<file path="src/pkg/utsm_defines.vh">
`ifndef UTSM_DEFINES_VH
`define UTSM_DEFINES_VH
// Signal modes
`define UTSM_MODE_IDLE    2'h0
`define UTSM_MODE_PROBE   2'h1
`define UTSM_MODE_SYNC    2'h2
// Sync signal layout in symbols
`define UTSM_SYNC_SYMBOLS 4'hf
`define UTSM_SYNC_EDGE    4'h5
// Constellation values
`define UTSM_POINT_ZERO   2'h0
`define UTSM_POINT_ONE    2'h3
// Tone period of the probe pattern
`define UTSM_TONE_PERIOD  4'ha
`define UTSM_TONE_HALF    4'h5
// Output FIFO depth
`define UTSM_FIFO_DEPTH   4
`endif

</file>
<file path="src/rtl/utsm_fifo.v">
`timescale 1ns/100ps
module utsm_fifo
#(
  parameter WIDTH = 16,
  parameter DEPTH = 4,
  parameter AW    = 2
)
(
  input  wire             clk_in,     // Clock
  input  wire             arst_n_in,  // Async reset, active low
  input  wire [WIDTH-1:0] wdata_in,   // Write data
  input  wire             wvalid_in,  // Write valid
  output wire             wready_out, // Not full
  output wire [WIDTH-1:0] rdata_out,  // Read data
  output wire             rvalid_out, // Not empty
  input  wire             rready_in   // Read ready
);
  reg [WIDTH-1:0] mem_reg [0:DEPTH-1];
  reg [AW-1:0]    wptr_reg;
  reg [AW-1:0]    rptr_reg;
  reg [AW:0]      cnt_reg;
  wire            do_wr;
  wire            do_rd;

  assign wready_out = (cnt_reg != DEPTH);
  assign rvalid_out = (cnt_reg != 0);
  assign rdata_out  = mem_reg[rptr_reg];
  assign do_wr      = wvalid_in & wready_out;
  assign do_rd      = rready_in & rvalid_out;

  always @(posedge clk_in)
  begin
    if (do_wr)
      mem_reg[wptr_reg] <= wdata_in;
  end

  always @(posedge clk_in or negedge arst_n_in)
  begin
    if (!arst_n_in)
    begin
      wptr_reg <= {AW{1'b0}};
      rptr_reg <= {AW{1'b0}};
      cnt_reg  <= {(AW+1){1'b0}};
    end
    else
    begin
      if (do_wr)
        wptr_reg <= (wptr_reg == DEPTH-1) ? {AW{1'b0}} : wptr_reg + 1'b1;
      if (do_rd)
        rptr_reg <= (rptr_reg == DEPTH-1) ? {AW{1'b0}} : rptr_reg + 1'b1;
      if (do_wr & ~do_rd)
        cnt_reg <= cnt_reg + 1'b1;
      else if (do_rd & ~do_wr)
        cnt_reg <= cnt_reg - 1'b1;
    end
  end
endmodule // utsm_fifo

</file>
<file path="src/rtl/utsm_mapper.v">
// Operation
// - Each probe and sync symbol spans N plus CE samples.
// - A new CE takes effect only at the next symbol boundary.
// - Probe uses every allowed tone, 4QAM, two bits per tone including DC.
// - Probe carries one 16-bit control word, repeated over the tone pattern.
// - Tones mod 10 equal 1..4 carry word bit pairs 0-1..6-7.
// - Tones mod 10 equal 6..9 carry word bit pairs 8-9..14-15.
// - Each point is rotated by a quarter-turn count from 2 random bits.
// - Probe rotation sequence continues across symbols without restart.
// - Random bits are skipped between symbols, count set with the generator.
// - Probe is sent with the timing advance given by the central side.
// - Probe symbols are windowed with the announced window length.
// - Sync signal lets both ends enter data mode together.
// - Sync signal lasts exactly 15 symbols, all allowed tones in 4QAM.
// - First five and last five sync symbols carry 11.
// - Middle five sync symbols carry 00 before rotation.
// - Sync rotation sequence continues across symbols without restart.
// - Scrambler runs free throughout the sync signal.
// - After sync, quadrant rotation is disabled for all later symbols until a new probe starts.
`timescale 1ns/100ps
`include "utsm_defines.vh"
module utsm_mapper
#(
  parameter TONE_W = 12,
  parameter CE_W   = 10,
  parameter WIN_W  = 8,
  parameter ADV_W  = 10
)
(
  input  wire              clk_in,           // 125 MHz clock
  input  wire              arst_n_in,        // Async reset, active low
  input  wire [1:0]        mode_in,          // Requested signal: idle, probe, sync
  input  wire              start_in,         // Pulse: begin the requested signal
  input  wire [TONE_W-1:0] tone_count_in,    // N: tones per symbol
  input  wire [CE_W-1:0]   ext_len_in,       // CE: cyclic extension samples
  input  wire [WIN_W-1:0]  win_len_in,       // Overall window length
  input  wire [ADV_W-1:0]  advance_in,       // Timing advance in samples
  input  wire [15:0]       word_in,          // Control-channel word
  input  wire [1:0]        prbs_in,          // Two fresh random bits
  output reg               prbs_take_out,    // Consume two random bits
  output reg               prbs_skip_out,    // Pulse: skip bits between symbols
  output reg  [1:0]        point_out,        // Rotated 4QAM point
  output reg  [TONE_W-1:0] tone_out,         // Tone index of point_out
  output reg               point_valid_out,  // Point valid
  input  wire              point_ready_in,   // Downstream ready
  output reg               sym_start_out,    // First tone of a symbol
  output reg  [CE_W-1:0]   sym_ext_out,      // Prefix sample count for the symbol
  output reg  [TONE_W:0]   sym_len_out,      // N+CE samples of the symbol
  output reg  [WIN_W-1:0]  sym_win_out,      // Window length for the symbol
  output reg  [ADV_W-1:0]  sym_adv_out,      // Timing advance for the symbol
  output reg               busy_out,         // Signal in progress
  output reg               data_mode_out,    // Sync sent: enter data mode
  output reg               rot_off_out       // Quadrant rotation disabled
);
  // ----------------------------------------------------------------
  // State
  // ----------------------------------------------------------------
  localparam ST_IDLE  = 3'b001;
  localparam ST_PROBE = 3'b010;
  localparam ST_SYNC  = 3'b100;

  reg  [2:0]        state_reg;
  reg  [2:0]        state_next;
  reg  [TONE_W-1:0] tone_reg;
  reg  [3:0]        mod10_reg;
  reg  [3:0]        sym_reg;
  reg  [CE_W-1:0]   ext_reg;
  reg               rot_off_reg;
  reg  [TONE_W-1:0] n_reg;
  reg  [15:0]       word_reg;
  reg  [1:0]        base;
  reg  [1:0]        rot;
  wire              fifo_wready;
  wire [1:0]        fifo_point;
  wire [TONE_W-1:0] fifo_tone;
  wire              fifo_rvalid;
  wire              emit;
  wire              last_tone;
  wire              fifo_rd;
  wire              sym_load;

  assign emit      = (state_reg != ST_IDLE) & fifo_wready;
  // N of zero is a configuration error: the sequencer then walks the
  // whole tone range before it sees a last tone
  assign last_tone = (tone_reg == n_reg - 1'b1);
  assign sym_load  = (state_reg == ST_IDLE && state_next != ST_IDLE) |
                     (emit & last_tone);

  // ----------------------------------------------------------------
  // Constellation selection
  // ----------------------------------------------------------------
  always @*
  begin
    base = `UTSM_POINT_ZERO;
    if (state_reg == ST_SYNC)
    begin
      // Symbols 0-4 and 10-14 are the marker edges, the middle five carry zero
      if (sym_reg < `UTSM_SYNC_EDGE || sym_reg >= `UTSM_SYNC_SYMBOLS - `UTSM_SYNC_EDGE)
        base = `UTSM_POINT_ONE;
      else
        base = `UTSM_POINT_ZERO;
    end
    else
    begin
      case (mod10_reg)
        4'h1: base = word_reg[1:0];
        4'h2: base = word_reg[3:2];
        4'h3: base = word_reg[5:4];
        4'h4: base = word_reg[7:6];
        4'h6: base = word_reg[9:8];
        4'h7: base = word_reg[11:10];
        4'h8: base = word_reg[13:12];
        4'h9: base = word_reg[15:14];
        default: base = `UTSM_POINT_ZERO;
      endcase
    end
  end

  // Quarter-turn rotation: 00->01->11->10 Gray ring in the complex plane
  always @*
  begin
    rot = base;
    if (!rot_off_reg)
    begin
      case (prbs_in)
        2'h1: rot = {base[0], ~base[1]};
        2'h2: rot = ~base;
        2'h3: rot = {~base[0], base[1]};
        default: rot = base;
      endcase
    end
  end

  // ----------------------------------------------------------------
  // Sequencer
  // ----------------------------------------------------------------
  always @*
  begin
    state_next = state_reg;
    case (state_reg)
      ST_IDLE:
      begin
        if (start_in && mode_in == `UTSM_MODE_PROBE)
          state_next = ST_PROBE;
        else if (start_in && mode_in == `UTSM_MODE_SYNC)
          state_next = ST_SYNC;
      end
      ST_PROBE:
      begin
        if (emit && last_tone && mode_in != `UTSM_MODE_PROBE)
          state_next = ST_IDLE;
      end
      ST_SYNC:
      begin
        if (emit && last_tone && sym_reg == `UTSM_SYNC_SYMBOLS - 4'h1)
          state_next = ST_IDLE;
      end
      default: state_next = ST_IDLE;
    endcase
  end

  always @(posedge clk_in or negedge arst_n_in)
  begin
    if (!arst_n_in)
    begin
      state_reg     <= ST_IDLE;
      tone_reg      <= {TONE_W{1'b0}};
      mod10_reg     <= 4'h0;
      sym_reg       <= 4'h0;
      ext_reg       <= {CE_W{1'b0}};
      rot_off_reg   <= 1'b0;
      prbs_take_out <= 1'b0;
      prbs_skip_out <= 1'b0;
      sym_start_out <= 1'b0;
      sym_ext_out   <= {CE_W{1'b0}};
      sym_len_out   <= {(TONE_W+1){1'b0}};
      sym_win_out   <= {WIN_W{1'b0}};
      sym_adv_out   <= {ADV_W{1'b0}};
      busy_out      <= 1'b0;
      data_mode_out <= 1'b0;
      rot_off_out   <= 1'b0;
    end
    else
    begin
      state_reg     <= state_next;
      // The take lags the tone by one cycle, so the generator must already
      // show the following pair while a take is raised; tones leave back to
      // back and would otherwise reuse a pair
      prbs_take_out <= emit & ~rot_off_reg;
      prbs_skip_out <= emit & last_tone & ~rot_off_reg;
      sym_start_out <= emit & (tone_reg == {TONE_W{1'b0}});
      busy_out      <= (state_next != ST_IDLE);
      rot_off_out   <= rot_off_reg;
      if (state_reg == ST_IDLE && state_next != ST_IDLE)
      begin
        tone_reg  <= {TONE_W{1'b0}};
        mod10_reg <= 4'h0;
        sym_reg   <= 4'h0;
        ext_reg   <= ext_len_in;
        // Rotation returns only with a new probe; a repeated sync keeps it off
        if (state_next == ST_PROBE)
          rot_off_reg <= 1'b0;
        data_mode_out <= 1'b0;
      end
      else if (emit)
      begin
        if (tone_reg == {TONE_W{1'b0}})
        begin
          sym_ext_out <= ext_reg;
          sym_len_out <= {1'b0, n_reg} + {{(TONE_W+1-CE_W){1'b0}}, ext_reg};
          sym_win_out <= win_len_in;
          sym_adv_out <= advance_in;
        end
        if (last_tone)
        begin
          tone_reg  <= {TONE_W{1'b0}};
          mod10_reg <= 4'h0;
          sym_reg   <= sym_reg + 4'h1;
          ext_reg   <= ext_len_in;
          if (state_reg == ST_SYNC && sym_reg == `UTSM_SYNC_SYMBOLS - 4'h1)
          begin
            rot_off_reg   <= 1'b1;
            data_mode_out <= 1'b1;
          end
        end
        else
        begin
          tone_reg  <= tone_reg + 1'b1;
          mod10_reg <= (mod10_reg == `UTSM_TONE_PERIOD - 4'h1) ? 4'h0 : mod10_reg + 4'h1;
        end
      end
    end
  end

  // ----------------------------------------------------------------
  // Per-symbol capture
  // ----------------------------------------------------------------
  // N and the word are frozen for a whole symbol, so an input change
  // can never give one symbol two lengths or two different words
  always @(posedge clk_in or negedge arst_n_in)
  begin
    if (!arst_n_in)
    begin
      n_reg    <= {TONE_W{1'b0}};
      word_reg <= 16'h0000;
    end
    else if (sym_load)
    begin
      n_reg    <= tone_count_in;
      word_reg <= word_in;
    end
  end

  // ----------------------------------------------------------------
  // Output buffer
  // ----------------------------------------------------------------
  // The FIFO decouples the IFFT stall from the tone sequencer; four words
  // cover the output stage latency so tones still stream at full rate
  utsm_fifo
  #(
    .WIDTH (TONE_W + 2),
    .DEPTH (`UTSM_FIFO_DEPTH),
    .AW    (2)
  )
  u_fifo
  (
    .clk_in     (clk_in),
    .arst_n_in  (arst_n_in),
    .wdata_in   ({tone_reg, rot}),
    .wvalid_in  (emit),
    .wready_out (fifo_wready),
    .rdata_out  ({fifo_tone, fifo_point}),
    .rvalid_out (fifo_rvalid),
    .rready_in  (fifo_rd)
  );

  // Registered output stage so every output comes from a flop
  assign fifo_rd = fifo_rvalid & (~point_valid_out | point_ready_in);

  always @(posedge clk_in or negedge arst_n_in)
  begin
    if (!arst_n_in)
    begin
      point_out       <= 2'h0;
      tone_out        <= {TONE_W{1'b0}};
      point_valid_out <= 1'b0;
    end
    else if (~point_valid_out | point_ready_in)
    begin
      point_valid_out <= fifo_rvalid;
      if (fifo_rvalid)
      begin
        point_out <= fifo_point;
        tone_out  <= fifo_tone;
      end
    end
  end
endmodule // utsm_mapper
</file>
<file path="config.mk">
export PLATFORM = sky130hd
export DESIGN_NAME = utsm_mapper
export DESIGN_NICKNAME = d
export VERILOG_FILES = /design/src/rtl/utsm_fifo.v /design/src/rtl/utsm_mapper.v
export VERILOG_INCLUDE_DIRS = /design/src /design/src/pkg
export SDC_FILE = /design/constraint.sdc
export NUM_CORES = 1
export LEC_CHECK = 0
export ABC_AREA = 1
export BUFFER_PORTS_ARGS = -buffer_cell sky130_fd_sc_hd__buf_2
export CAP_MARGIN = 20
export CORE_MARGIN = 2
export CORE_UTILIZATION = 45
export CTS_CLUSTER_DIAMETER = 120
export DETAILED_ROUTE_END_ITERATION = 6
export PLACE_DENSITY_LB_ADDON = 0.08
export SYNTH_ARGS = -nofsm -noshare
export SYNTH_HDL_FRONTEND = slang
export SYNTH_SLANG_ARGS = --single-unit
export TNS_END_PERCENT = 1
</file>
<file path="constraint.sdc">
create_clock -name clk_in -period 3 [get_ports clk_in]
set_input_delay 0.15 -clock clk_in [delete_from_list [all_inputs] [get_ports clk_in]]
set_output_delay 0.15 -clock clk_in [all_outputs]
set_load 0.05 [all_outputs]
</file>
==> results.md <==
- First-pass GRT wire length: 33500 µm
- Row count: 51
- Lkg Pwr: 5.35 nW
- Grt ovf: 0
- Critical Path Source: n_reg[1]$_DFFE_PN0P_
- Chip width: 144 µm
- Critical hold path startpoint: start_in
- Setup_tns: 0 ns
- Max rail drop VDD: 0.000602 V
- Mapped Cells: 1010
- Drt total wl: 20400 µm
- Clk_skew: 0.0101 ns
- R2R Setup Slk: 0.40 ns
- Flops & latches, synth: 187
- Psw: 5.90 mW
- # setup viols final: 0
- Wire per inst: 13.8 µm
- WP data arrival: 2.97 ns
- Clk pwr share: 0.181
- Main flop type after synthesis: dfrtp_1
- Compound-gate portion of the synthesized area: 0.0613
- Clock Latency Late Sink: 0.43 ns
- Detailed Place HPWL: 14000 µm
- Synth top area share: 0.369
- Drt first-iter violations: 370
- Clk root buf: clkbuf_16
- # port buffers: 125
- Clk sinks: 187
- Sw Ratio: 0.466
- Syn Area/Cell: 8.73 µm²
- Area Growth Syn to Fin: 24.5%
- Initial antenna violation count: 0
- Max clock buf depth: 2
- Post-synthesis xor/xnor area fraction: 0.0228
- Maxcap violations: 0
- Crit start category: flop
- Max reg flops: 56
- Largest family of logic cells by synthesized area: simple AND/OR/NAND/NOR gates
- Rel. slew slack: 0.491
- Reg-to-reg critical path endpoint: n_reg[7]$_DFFE_PN0P_
- Total number of vias: 7103
- Reg2reg path depth: 15
- Core Region: 19300 µm²
- Period utilization: 0.867
- Synthesized area: 8820 µm²
- Hold Crit Class: primary input to flop
- Warnings, synthesis: 0
- H-Tree Depth: 4
- Register area share after synthesis: 0.562
- Worst endpoint required time: 3.37 ns
- WHS: 0.0278 ns
- Gpl congestion: 0.890
- RSZ-0062 raised after global routing: no
- Adder-cell area share of the yosys netlist: 0.0357
- Post-layout nets: 1289
- Comb pwr share: 0.480
- Worst-Margin Slew: 0.763 ns
- Synth top area cells: dfrtp_1, edfxtp_1, nand2_1, nor2_1, nand3_1
- Largest net degree at the start of global routing: 65
- Fmax: 384 MHz
- EDFF count, synth: 56
- Critical path type: flop to flop
- Hold violation count in the final report: 0
- Async SR Flop Fraction: 0.701
- Seq pwr share: 0.339
- DRT Pass-1 Iters: 5
- Synthesized net count: 1098
- Synthesized-area fraction occupied by and/or/nand/nor cells: 0.264
- Worst Hold Depth: 3
- Pwr per Cell Area: 1150 nW/µm²
- Pint: 6.76 mW
- Reg clk slew, reported paths: 0.07 ns
- Vias per inst: 4.80
- Io pins: 126
- Starting Density: 0.456
- Antenna Cells: 0
- Cts bufs inserted: 17
- Critical Path Fanout Max: 39
- R2R Path Start: n_reg[1]$_DFFE_PN0P_
- Fin crit period: 2.60 ns
- Hold EP: state_reg[2]$_DFF_PN0_
- CTS tree: built
- Status: finished clean
- Distinct cells, synth: 35
- Endpoint type of the worst setup path: flop
- Vias in the first global route: 6766
- Die H: 144 µm
- Final Max Tran Viols: 0
- Antenna viol nets, final: 0
- Share of cells above drive strength 1: 0.171
- Mux cell area share after synthesis: 0
- DRC Markers: 0
- Cell accounting for the most synthesized area: dfrtp_1
- GRT Util Overall: 0.207
- Die ar.: 20700 µm²
==> cell usage after synthesis, types with 3 or more instances <==
cell type    n
nand2_1    293
nor2_1     135
dfrtp_1    130
inv_1       79
nand3_1     77
o21ai_0     58
edfxtp_1    56
a21oi_1     22
clkbuf_1    22
ha_1        22
xor2_1      18
a31oi_1     15
nor2_2      14
nor3_1      13
nand4_1      9
buf_2        5
inv_2        5
xnor2_1      5
or2_2        4
buf_6        3
nand3_2      3
o31ai_1      3
==> worst max-delay path, cell delays in order, from the launching register on <==
cell	delay, ns
dfrtp_1	0.42
inv_1	0.13
ha_1	0.22
nand3_2	0.13
nor2_2	0.18
nand3_1	0.08
nand2_1	0.11
inv_1	0.05
nor2_1	0.15
nand3_2	0.13
nor2_4	0.17
nand3_2	0.11
nand4_2	0.12
buf_6	0.28
nand3_1	0.14
nand2_1	0.09
==> cells by family (layout without fill, tap and decap cells) <==
family / Yosys count / in the layout
compound gates: 101 / 101
fa+ha+maj: 24 / 24
flops: 187 / 187
buf+inv: 118 / 322
xor+xnor: 23 / 23
simple gates: 557 / 557
==> cells in the final DEF, fill, tap and decap left out, drive strengths merged, types with 3 or more instances in the layout <==
cell type / netlist / routed
or2: 4 / 4
nand2: 295 / 295
ha: 22 / 22
edfxtp: 56 / 56
o21ai: 58 / 58
xnor2: 5 / 5
dlygate4sd3: 0 / 58
a21oi: 22 / 22
bufinv: 0 / 3
nand3: 80 / 80
dfrtp: 130 / 130
o31ai: 3 / 3
xor2: 18 / 18
a31oi: 15 / 15
nor3: 13 / 13
nor2: 150 / 150
buf: 10 / 146
nand4: 10 / 10
inv: 84 / 87
clkbuf: 22 / 19
clkinv: 2 / 7
==> how the worst max path moves through the flow <==
| stage | to | slack [ns] | depth (start not counted) |
|---|---|---|---|
| floorplan | u_fifo.cnt_reg[1]$_DFFE_PN0P_ | 0.70 | 10 |
| CTS | n_reg[4]$_DFFE_PN0P_ | 0.30 | 15 |
| global route | n_reg[7]$_DFFE_PN0P_ | 0.10 | 15 |
| finish | n_reg[7]$_DFFE_PN0P_ | 0.40 | 15 |
| detailed placement | word_reg[7]$_DFFE_PN0P_ | 0.31 | 15 |
| global placement | n_reg[0]$_DFFE_PN0P_ | 0.38 | 15 |
==> through the flow <==
stage	util	setup slack [ns]	instances	area (µm²)	power, mW
floorplan	-	0.698	1010	8820	8.78
global placement	0.507	0.378	1389	9800	10.3
detailed placement	0.507	0.313	1389	9800	10.4
CTS	0.568	0.298	1479	11000	12.8
global route	0.568	0.105	1479	11000	13.7
finish	0.568	0.398	1479	11000	12.7
==> area by class of cell <==
type,count,area (µm²)
Fill cell,1776,8350
Sequential cell,187,4960
Multi-Input combinational cell,705,3390
Timing Repair Buffer,204,1370
Clock buffer,19,433
Tap cell,265,332
Inverter,86,323
Clock inverter,13,168
==> power by group through the flow <==
stage                     Sequential (mW)  Clock, mW  Combinational [mW]
after floorplan                      5.49          0                3.29
after global routing                 4.42       2.45                6.79
after global placement               4.33          0                5.98
final                                4.29       2.30                6.07
after detailed placement             4.33          0                6.06
after CTS                            4.29       2.35                6.13
==> timing repair <==
item / CTS / global route
setup buffers: 0 / 0
resized for setup: 0 / 1
hold buffers: 58 / 0
setup endpoints to repair: 0 / 1
endpoints found under the hold margin: 118 / 0
==> per-layer routing <==
metal,vias to the layer above,wire [µm],track usage
li1,3654,-,-
met1,3294,9550,0.273
met2,136,9840,0.355
met3,19,747,0.0404
met4,0,245,0.0501
met5,-,0,0
Note: power is estimated with default switching activity, not from simulation.
